===== src/hdl/fsp_pkg.sv =====
/*
  Shared constants and types for the flash sector protection block: register offsets,
  control/status field layout, reset values, sector map and the state and operation types.
  Assumes a 16-bit program address space with the flash ending at the top of it.
*/
package fsp_pkg;

  // register offsets, byte addresses on the apb bus
  localparam logic [7:0] FSP_CTRL_STATUS_OFF = 8'h24;
  localparam logic [7:0] FSP_ADDR_OFF = 8'h28;
  localparam logic [7:0] FSP_WDATA_OFF = 8'h2c;
  localparam logic [7:0] FSP_OPTION_OFF = 8'h30;
  localparam logic [7:0] FSP_LINK_OFF = 8'h34;
  localparam logic [7:0] FSP_RDATA_OFF = 8'h38;

  // flash_ctrl_status field positions
  localparam int FSP_CS_PROG = 0;
  localparam int FSP_CS_SERASE = 1;
  localparam int FSP_CS_MERASE = 2;
  localparam int FSP_CS_BUSY = 3;
  localparam int FSP_CS_REFUSED = 4;
  localparam int FSP_CS_SECT_LSB = 5;
  localparam int FSP_CS_DONE = 7;

  // reset values
  localparam logic [7:0] FSP_CTRL_STATUS_RST = 8'h00;
  localparam logic [15:0] FSP_ADDR_RST = 16'h0000;
  localparam logic [7:0] FSP_WDATA_RST = 8'h00;
  localparam logic FSP_PROTECT_RST = 1'b0;

  // sector map: sectors 0 and 1 are 4 Kbytes at the top, sector 2 takes the rest
  localparam logic [15:0] FSP_SECT0_BASE = 16'hf000;
  localparam logic [15:0] FSP_SECT1_BASE = 16'he000;
  localparam int FSP_SMALL_KB = 4;
  localparam int FSP_MID_KB = 8;
  localparam logic [16:0] FSP_SPACE_TOP = 17'h10000;

  // strap taken only after the three-flop chain and its agreement stage have refilled
  localparam logic [2:0] FSP_SETTLE_CYCLES = 3'h5;

  typedef enum logic [1:0] {FSP_OP_NONE, FSP_OP_PROG, FSP_OP_SERASE, FSP_OP_MERASE} fsp_op_t;
  typedef enum logic [1:0] {FSP_ST_IDLE, FSP_ST_RUN, FSP_ST_UNPROT} fsp_state_t;

  // number of user sectors for a given flash size in Kbytes
  function automatic logic [1:0] fsp_sectors_present(input int size_kb);
    if (size_kb <= FSP_SMALL_KB) begin
      return 2'h1;
    end else if (size_kb <= FSP_MID_KB) begin
      return 2'h2;
    end
    return 2'h3;
  endfunction : fsp_sectors_present

  // sector that holds a program address
  function automatic logic [1:0] fsp_sector_of(input logic [15:0] addr);
    if (addr >= FSP_SECT0_BASE) begin
      return 2'h0;
    end else if (addr >= FSP_SECT1_BASE) begin
      return 2'h1;
    end
    return 2'h2;
  endfunction : fsp_sector_of

endpackage : fsp_pkg


===== src/hdl/fsp_top.sv =====
/*
  Flash sector protection controller: apb register slave, sector-checked program and erase
  sequencing, read-out protection with erase-before-unprotect, and pin ownership for the
  in-circuit link. Assumes an external flash array that takes one start pulse per operation
  and answers with a one-cycle done pulse, and a programming tool that owns reset.
*/
//Contract
//- flash holds at most three user sectors, count set by flash size
//- each sector erases alone, other sectors keep their contents
//- sectors zero and one are 4 Kbytes each at the top
//- sector zero spans f000 to ffff and holds the vectors
//- 4K gives sector 0, 8K gives 0 and 1, larger gives 0 to 2
//- read-out protection blocks content extraction and flash writes
//- removing protection first erases all program memory automatically
//- protection set by option bit on flash parts, fixed on mask parts
//- in-application mode may not program or erase sector zero
//- serial clock and data pins leave the application once tool connects
//- link uses reset, ground, clock, data, voltage select, optional clock, supply
//- control/status register at 0024h, reset value 00h
//- program one byte at a time, erase per sector or whole block
`timescale 1ns/1ps
module fsp_top #(
  parameter int FLASH_KB = 60,
  parameter bit MASK_VARIANT = 1'b0,
  parameter bit MASK_PROTECT = 1'b0
) (
  // clock and reset
  input wire logic pclk,
  input wire logic presetn,
  // apb slave
  input wire logic psel,
  input wire logic penable,
  input wire logic pwrite,
  input wire logic [7:0] paddr,
  input wire logic [31:0] pwdata,
  output logic [31:0] prdata,
  output logic pready,
  output logic pslverr,
  // in-circuit link pins
  input wire logic incircuit_serial_clock_in,
  output logic incircuit_serial_clock_out,
  output logic incircuit_serial_clock_oe,
  input wire logic incircuit_serial_data_in,
  output logic incircuit_serial_data_out,
  output logic incircuit_serial_data_oe,
  input wire logic programming_voltage_select,
  input wire logic tool_present,
  // application use of the shared pins
  input wire logic app_sclk_out,
  input wire logic app_sclk_oe,
  output logic app_sclk_in,
  input wire logic app_sdata_out,
  input wire logic app_sdata_oe,
  output logic app_sdata_in,
  // flash array
  output logic flash_start,
  output fsp_pkg::fsp_op_t flash_op,
  output logic [1:0] flash_sector,
  output logic [15:0] flash_addr,
  output logic [7:0] flash_wdata,
  input wire logic flash_done,
  input wire logic [7:0] flash_rdata,
  // mode
  output logic incircuit_comm_mode,
  output logic readout_protected
);
  import fsp_pkg::*;

  localparam logic [16:0] FLASH_LO = FSP_SPACE_TOP - 17'(FLASH_KB * 1024);

  logic [3:0] pins_s;
  logic sclk_s, sdata_s, vpp_s, tool_s;
  fsp_state_t state, next_state;
  logic [7:0] ctrl_status, next_ctrl_status;
  logic [15:0] addr_q, next_addr_q;
  logic [7:0] wdata_q, next_wdata_q;
  logic readout_protect_option, next_readout_protect_option;
  logic session, next_session;
  logic [2:0] settle, next_settle;
  logic sclk_prev;
  logic [7:0] rx_shift, next_rx_shift, rx_byte, next_rx_byte;
  logic [2:0] rx_count, next_rx_count;
  logic next_flash_start;
  fsp_op_t next_flash_op, req_op;
  logic [1:0] next_flash_sector, req_sector;
  logic [31:0] next_prdata;
  logic [7:0] rmux;
  logic wr_en, rd_setup, mapped, allowed, in_range, busy;

  // link pins settle in pclk before any use
  fsp_pin_sync #(.W(4)) u_sync (
    .pclk(pclk),
    .presetn(presetn),
    .pin({tool_present, programming_voltage_select, incircuit_serial_data_in,
          incircuit_serial_clock_in}),
    .pin_sync(pins_s)
  );
  assign {tool_s, vpp_s, sdata_s, sclk_s} = pins_s;

  // apb decode; zero wait states, prdata captured in the setup cycle
  assign pready = 1'b1;
  assign wr_en = psel && penable && pwrite;
  assign rd_setup = psel && !penable;
  assign mapped = paddr inside {FSP_CTRL_STATUS_OFF, FSP_ADDR_OFF, FSP_WDATA_OFF,
                                FSP_OPTION_OFF, FSP_LINK_OFF, FSP_RDATA_OFF};
  assign pslverr = psel && penable && !mapped;
  assign busy = ctrl_status[FSP_CS_BUSY];
  assign in_range = {1'b0, addr_q} >= FLASH_LO;
  assign readout_protected = MASK_VARIANT ? MASK_PROTECT : readout_protect_option;
  assign incircuit_comm_mode = session;

  // command taken from a control write: whole-block erase beats sector erase beats program
  always_comb begin
    req_op = FSP_OP_NONE;
    req_sector = pwdata[FSP_CS_SECT_LSB +: 2];
    if (pwdata[FSP_CS_MERASE]) begin
      req_op = FSP_OP_MERASE;
    end else if (pwdata[FSP_CS_SERASE]) begin
      req_op = FSP_OP_SERASE;
    end else if (pwdata[FSP_CS_PROG]) begin
      req_op = FSP_OP_PROG;
      req_sector = fsp_sector_of(addr_q);
    end
  end

  fsp_sector_guard #(.FLASH_KB(FLASH_KB)) u_guard (
    .op(req_op),
    .sector(req_sector),
    .in_range(in_range),
    .app_mode(!session),
    .protected_now(readout_protected),
    .busy(busy),
    .allowed(allowed)
  );

  // pins are handed to the tool as soon as it is plugged in, session or not
  always_comb begin
    incircuit_serial_clock_out = tool_s ? 1'b0 : app_sclk_out;
    incircuit_serial_clock_oe = tool_s ? 1'b0 : app_sclk_oe;
    incircuit_serial_data_out = tool_s ? 1'b0 : app_sdata_out;
    incircuit_serial_data_oe = tool_s ? 1'b0 : app_sdata_oe;
    app_sclk_in = tool_s ? 1'b0 : sclk_s;
    app_sdata_in = tool_s ? 1'b0 : sdata_s;
  end

  // read mux; tool reads of flash contents return zero while protected
  always_comb begin
    rmux = 8'h00;
    case (paddr)
      FSP_CTRL_STATUS_OFF: rmux = ctrl_status;
      FSP_ADDR_OFF: rmux = addr_q[7:0];
      FSP_WDATA_OFF: rmux = wdata_q;
      FSP_OPTION_OFF: rmux = {7'h00, readout_protected};
      FSP_LINK_OFF: rmux = rx_byte;
      FSP_RDATA_OFF: rmux = readout_protected ? 8'h00 : flash_rdata;
      default: rmux = 8'h00;
    endcase
    next_prdata = prdata;
    if (rd_setup) begin
      next_prdata = {24'h000000, rmux};
      if (paddr == FSP_ADDR_OFF) begin
        next_prdata = {16'h0000, addr_q};
      end
    end
  end

  // session strap: taken once the pin chain has settled after reset release
  always_comb begin
    next_settle = settle;
    next_session = session;
    if (settle != FSP_SETTLE_CYCLES) begin
      next_settle = settle + 3'h1;
      if (settle + 3'h1 == FSP_SETTLE_CYCLES) begin
        next_session = vpp_s && tool_s;
      end
    end
  end

  // link receiver: one bit per rising serial clock edge while in session
  always_comb begin
    next_rx_shift = rx_shift;
    next_rx_count = rx_count;
    next_rx_byte = rx_byte;
    if (session && sclk_s && !sclk_prev) begin
      next_rx_shift = {rx_shift[6:0], sdata_s};
      next_rx_count = rx_count + 3'h1;
      if (rx_count == 3'h7) begin
        next_rx_byte = {rx_shift[6:0], sdata_s};
      end
    end
  end

  // register file and operation sequencer; a hardware set wins over a software clear
  always_comb begin
    next_state = state;
    next_ctrl_status = ctrl_status;
    next_addr_q = addr_q;
    next_wdata_q = wdata_q;
    next_readout_protect_option = readout_protect_option;
    next_flash_start = 1'b0;
    next_flash_op = flash_op;
    next_flash_sector = flash_sector;
    if (wr_en) begin
      case (paddr)
        FSP_ADDR_OFF: next_addr_q = pwdata[15:0];
        FSP_WDATA_OFF: next_wdata_q = pwdata[7:0];
        FSP_CTRL_STATUS_OFF: begin
          next_ctrl_status[FSP_CS_SECT_LSB +: 2] = pwdata[FSP_CS_SECT_LSB +: 2];
          if (pwdata[FSP_CS_REFUSED]) begin
            next_ctrl_status[FSP_CS_REFUSED] = 1'b0;
          end
          if (pwdata[FSP_CS_DONE]) begin
            next_ctrl_status[FSP_CS_DONE] = 1'b0;
          end
          if (allowed && state == FSP_ST_IDLE) begin
            next_state = FSP_ST_RUN;
            next_flash_start = 1'b1;
            next_flash_op = req_op;
            next_flash_sector = req_sector;
            next_ctrl_status[FSP_CS_BUSY] = 1'b1;
          end else if (req_op != FSP_OP_NONE) begin
            next_ctrl_status[FSP_CS_REFUSED] = 1'b1;
          end
        end
        FSP_OPTION_OFF: begin
          // option only reprogrammed by the tool, and only on flash parts
          if (!MASK_VARIANT && session && state == FSP_ST_IDLE) begin
            if (pwdata[0]) begin
              next_readout_protect_option = 1'b1;
            end else if (readout_protect_option) begin
              next_state = FSP_ST_UNPROT;
              next_flash_start = 1'b1;
              next_flash_op = FSP_OP_MERASE;
              next_flash_sector = 2'h0;
              next_ctrl_status[FSP_CS_BUSY] = 1'b1;
            end
          end
        end
        default: ;
      endcase
    end
    case (state)
      FSP_ST_IDLE: ;
      FSP_ST_RUN: begin
        if (flash_done) begin
          next_state = FSP_ST_IDLE;
          next_ctrl_status[FSP_CS_BUSY] = 1'b0;
          next_ctrl_status[FSP_CS_DONE] = 1'b1;
        end
      end
      FSP_ST_UNPROT: begin
        // protection drops only after the whole array is blank
        if (flash_done) begin
          next_state = FSP_ST_IDLE;
          next_readout_protect_option = 1'b0;
          next_ctrl_status[FSP_CS_BUSY] = 1'b0;
          next_ctrl_status[FSP_CS_DONE] = 1'b1;
        end
      end
      default: next_state = FSP_ST_IDLE;
    endcase
  end

  // flash address and data follow the staging registers
  assign flash_addr = addr_q;
  assign flash_wdata = wdata_q;

  // state registers
  always_ff @(posedge pclk or negedge presetn) begin
    if (!presetn) begin
      state <= FSP_ST_IDLE;
      ctrl_status <= FSP_CTRL_STATUS_RST;
      addr_q <= FSP_ADDR_RST;
      wdata_q <= FSP_WDATA_RST;
      readout_protect_option <= FSP_PROTECT_RST;
      session <= 1'b0;
      settle <= 3'h0;
      sclk_prev <= 1'b0;
      rx_shift <= 8'h00;
      rx_count <= 3'h0;
      rx_byte <= 8'h00;
      flash_start <= 1'b0;
      flash_op <= FSP_OP_NONE;
      flash_sector <= 2'h0;
      prdata <= 32'h00000000;
    end else begin
      state <= next_state;
      ctrl_status <= next_ctrl_status;
      addr_q <= next_addr_q;
      wdata_q <= next_wdata_q;
      readout_protect_option <= next_readout_protect_option;
      session <= next_session;
      settle <= next_settle;
      sclk_prev <= sclk_s;
      rx_shift <= next_rx_shift;
      rx_count <= next_rx_count;
      rx_byte <= next_rx_byte;
      flash_start <= next_flash_start;
      flash_op <= next_flash_op;
      flash_sector <= next_flash_sector;
      prdata <= next_prdata;
    end
  end
endmodule : fsp_top


===== src/hdl/fsp_pin_sync.sv =====
/*
  Three-flop synchroniser for pins that arrive from outside the pclk domain.
  The output moves only once the second and third flops agree, filtering one-cycle glitches.
  Assumes the pins change no faster than a few pclk periods.
*/
`timescale 1ns/1ps
module fsp_pin_sync #(
  parameter int W = 4
) (
  // clock and reset
  input wire logic pclk,
  input wire logic presetn,
  // raw pins and their settled copies
  input wire logic [W-1:0] pin,
  output logic [W-1:0] pin_sync
);

  logic [W-1:0] stage1;
  logic [W-1:0] stage2;
  logic [W-1:0] stage3;
  logic [W-1:0] next_pin_sync;

  // stage1 feeds stage2 only, never any other logic
  always_comb begin
    for (int i = 0; i < W; i++) begin
      next_pin_sync[i] = (stage2[i] == stage3[i]) ? stage3[i] : pin_sync[i];
    end
  end

  // flop chain
  always_ff @(posedge pclk or negedge presetn) begin
    if (!presetn) begin
      stage1 <= '0;
      stage2 <= '0;
      stage3 <= '0;
      pin_sync <= '0;
    end else begin
      stage1 <= pin;
      stage2 <= stage1;
      stage3 <= stage2;
      pin_sync <= next_pin_sync;
    end
  end

endmodule : fsp_pin_sync


===== src/hdl/fsp_sector_guard.sv =====
/*
  Decides whether a program or erase request may reach the flash array.
  Pure combinational; assumes the caller has already chosen the target sector.
*/
`timescale 1ns/1ps
module fsp_sector_guard #(
  parameter int FLASH_KB = 60
) (
  // request
  input wire fsp_pkg::fsp_op_t op,
  input wire logic [1:0] sector,
  input wire logic in_range,
  // device mode
  input wire logic app_mode,
  input wire logic protected_now,
  input wire logic busy,
  // verdict
  output logic allowed
);
  import fsp_pkg::*;

  localparam logic [1:0] SECTORS = fsp_sectors_present(FLASH_KB);

  // sector zero stays untouched while the application programs itself
  always_comb begin
    allowed = (op != FSP_OP_NONE) && !busy && !protected_now;
    if (sector >= SECTORS) begin
      allowed = 1'b0;
    end
    if (op == FSP_OP_PROG && !in_range) begin
      allowed = 1'b0;
    end
    if (app_mode && (sector == 2'h0 || op == FSP_OP_MERASE)) begin
      allowed = 1'b0;
    end
  end

endmodule : fsp_sector_guard


===== config.mk =====
export PLATFORM = sky130hd
export DESIGN_NAME = fsp_top
export DESIGN_NICKNAME = d
export VERILOG_FILES = /design/src/hdl/fsp_pkg.sv /design/src/hdl/fsp_top.sv /design/src/hdl/fsp_pin_sync.sv /design/src/hdl/fsp_sector_guard.sv
export SDC_FILE = /design/constraint.sdc
export NUM_CORES = 1
export LEC_CHECK = 0
export CAP_MARGIN = 20
export CORE_MARGIN = 2
export CORE_UTILIZATION = 25
export DETAILED_ROUTE_END_ITERATION = 6
export DONT_BUFFER_PORTS = 1
export GPL_TIMING_DRIVEN = 0
export PLACE_DENSITY = 0.39
export SLEW_MARGIN = 20
export SYNTH_ARGS = -nofsm -noshare
export SYNTH_HDL_FRONTEND = slang
export SYNTH_SLANG_ARGS = --single-unit

===== constraint.sdc =====
create_clock -name pclk -period 2.1 [get_ports pclk]
set_input_delay 0.21 -clock pclk [delete_from_list [all_inputs] [get_ports pclk]]
set_output_delay 0.21 -clock pclk [all_outputs]
set_load 0.1 [all_outputs]

==> impl_results.md <==
* Root Driver: clkbuf_16
* Die width at 134 µm
* Post-synthesis simple-gate area fraction at 17.2%
* Skew-Pair Late Insertion Delay at 0.34 ns
* Failing checks: negative hold slack
* Worst path max stage delay at 0.65 ns
* Max-slew violation count at 0
* Max capacitance violation total at 0
* Post-Route WL at 11900 µm
* Worst-Margin Slew at 1.07 ns
* Total power at 0.00452 W
* Number of flops mapped to enable cells by yosys at 0
* Unrepaired setup endpoints after global routing: false
* Remaining DRCs at 0
* Status: complete, but fails checks
* Kind of cell adding the most delay to the critical path: flip-flops
* Nets at 494
* XOR/XNOR Fraction of Synth Area at 0.623%
* Seq/Total Area, Yosys at 54.6%
* Overall via count from detail_route at 2954
* Post-Syn Instances at 374
* Hold Slack at -0.441 ns
* PnR worst setup slack at 0.0631 ns
* Netlist Area Pre-Place at 4220 µm²
* Layout cells sized above 1 at 21.9%
* Final period util at 97.0%
* Core box area at 16500 µm²
* Worst path cell trace: or3b_4 > a211oi_4 > o211ai_1 > buf_4 > a2bb2oi_1
* Tmin final at 2.04 ns
* Chip Height at 134 µm
* Post-synthesis mux area share at 9.31%
* Top Ports at 133
* 1st-iter DRT viols at 102
* Site Rows at 47
* Post-synthesis adder-cell area fraction at 3.32%
* Starting density of the core at 25.5%
* Critical path endpoint category: flop
* Area of the multi-input gates at 1830 µm²
* Buffers on Ports at 0
* Clock transition at path regs at 0.07 ns
* Fillers at 1727
* Cells after DPL at 609
* Largest net degree at the start of global routing at 93
* CTS Buf Count at 9
* CTS sink count at 92
* Register area at 2310 µm²
* Commonest non-fill, non-tap cell in the layout: dfrtp_1
* Max clock buf depth at 2
* Antenna diodes at 0
* Tot GR Track Use at 13.5%
* First-pass GRT wire length at 18100 µm
* Slew HR at 28.5%
* H-tree depth at 3
* CP Buf/Inv Count at 1
* Top FF cell, synth: dfrtp_1
* Antenna violations before repair at 0
* HP Class: in2async
* Yosys synthesis warning count at 0
* Worst-case vdd ir drop at 0.436 mV
* Startpoint Class: flop
* Final setup viols at 0
* Worst Path Arrival at 2.26 ns
* Clk_skew at 0.00920 ns
* P&R area growth vs syn at 23.9%
* Crit Path Class: reg2reg
* Vias in the first global route at 3040
* Pre-CTS setup slack at -0.425 ns
* Avg Cell Area, Syn at 11.3 µm²
* Non-filler instance count after layout at 649
* CTS tree: built
* Gpl congestion at 0.774
* Final hold viol count at 92
* Main combinational cell family by area after synthesis: simple AND/OR/NAND/NOR gates
* Async SR Flop Fraction at 100%
* Crit path max fanout at 7
* Grt ovf at 0
* Detailed Place HPWL at 8290 µm
* Antenna-violating nets left at 0
* CP Data Required Time at 2.32 ns
* Router iterations before antenna repair at 4
* Register bit total from synthesis at 92
* Lkg Pwr at 2.38 nW
* WL/cell at 18.4 µm
* Pwr/cell area at 864 nW/µm²
* Complex-gate fraction of the synthesized area at 9.23%
* Die area at 17900 µm²
* Most frequent cells in the layout: dfrtp_1, nand2_1, mux2_2
* Highest-delay cell along the critical path: dfrtp_4
* Vias per cell at 4.55
* Maximum clock rate at 0.491 GHz
* Distinct cell type count after synthesis at 54
==> cells by family after synthesis <==
kind of cell | Yosys count
compound gates | 54
xor+xnor | 3
fa+ha+maj | 12
buf+inv | 43
flops | 92
mux | 35
other cells | 2
simple gates | 133
==> per-layer routing <==
layer	GRT usage [%]	part of all wire (%)	up-vias
met5	0	0	-
met3	4.88	8.0	13
met4	4.31	1.8	0
met2	21.6	47	94
met1	17.1	44	1459
li1	-	-	1388
==> path summary, 6_finish.rpt <==
kind / slack [ns] / endpoint / cells past startpoint / startpoint
min in group pclk: 0.01 / flash_addr[15] / 1 / pwdata[15]
worst max-delay path: 0.06 / flash_op[1] / 5 / readout_protected
worst min register to register: 0.35 / u_sync.stage2[0] / 0 / u_sync.stage1[0]
worst min-delay path: -0.44 / prdata[6] / 0 / presetn
worst max register to register: 0.06 / flash_op[1] / 5 / readout_protected
max in group asynchronous: 2.36 / incircuit_comm_mode / 0 / presetn
==> state kept, by name (all words and copies together) (netlist names), 2 cells and up <==
name             cells
flash_addr          16
state                2
u_sync.stage2        4
rx_count             3
flash_op             2
u_sync.stage3        4
prdata              16
rx_byte              8
rx_shift             7
u_sync.stage1        4
ctrl_status          5
flash_sector         2
flash_wdata          8
u_sync.pin_sync      4
settle               3
==> report_power, final <==
group / internal (W) / switching [W]
Clock: 0.00118 / 0.000723
Combinational: 0.000137 / 0.000334
Sequential: 0.00187 / 0.000277
==> stage by stage <==
stage | utilization (%) | instance area (µm²) | hold slack [ns] | TNS, ns
6_report | 31.6 | 5230 | -0.441 | 0
5_1_grt | 31.6 | 5230 | -0.468 | 0
4_1_cts | 31.1 | 5150 | -0.455 | -0.00132
3_5_place_dp | 27.7 | 4580 | -0.0773 | -7.60
3_3_place_gp | 27.6 | 4560 | -0.0775 | -6.84
2_1_floorplan | - | 4280 | -0.0856 | 0
==> cell usage after synthesis (9+ instances only) <==
cell type / n / share of area (%)
a22oi_1: 9 / 1.6
mux2_2: 24 / 6.4
a31oi_1: 9 / 1.3
nor3_1: 10 / 1.2
buf_4: 17 / 3.0
nor2_1: 16 / 1.4
mux2_1: 10 / 2.7
nand2_1: 54 / 4.8
inv_1: 13 / 1.2
nand3_1: 10 / 1.2
dfrtp_1: 92 / 55
clkbuf_1: 9 / 0.80
==> final cells by class <==
type	instances	area share, %
Buffer	29	3.49
Clock buffer	10	4.38
Clock inverter	6	2.23
Inverter	14	1.01
Multi-Input combinational cell	254	35.0
Sequential cell	92	44.3
Tap cell	220	5.27
Timing Repair Buffer	24	4.31
==> worst register-to-register path, delay by kind of cell, from the launching register on <==
kind	cells	cell delay [ns]
buffers and inverters	1	0.21
and+or+nand+nor	1	0.45
DFF	1	0.65
AOI/OAI and AO/OA	3	0.60
==> timing repair <==
item                                   in CTS  in global routing
resized for setup                          11                  5
setup endpoints to repair                  16                 14
hold buffers                               16                  3
setup buffers                               1                  4
pin swaps                                   1                  4
endpoints found under the hold margin     110                 95
No activity file was read; power rests on OpenSTA's default activity.
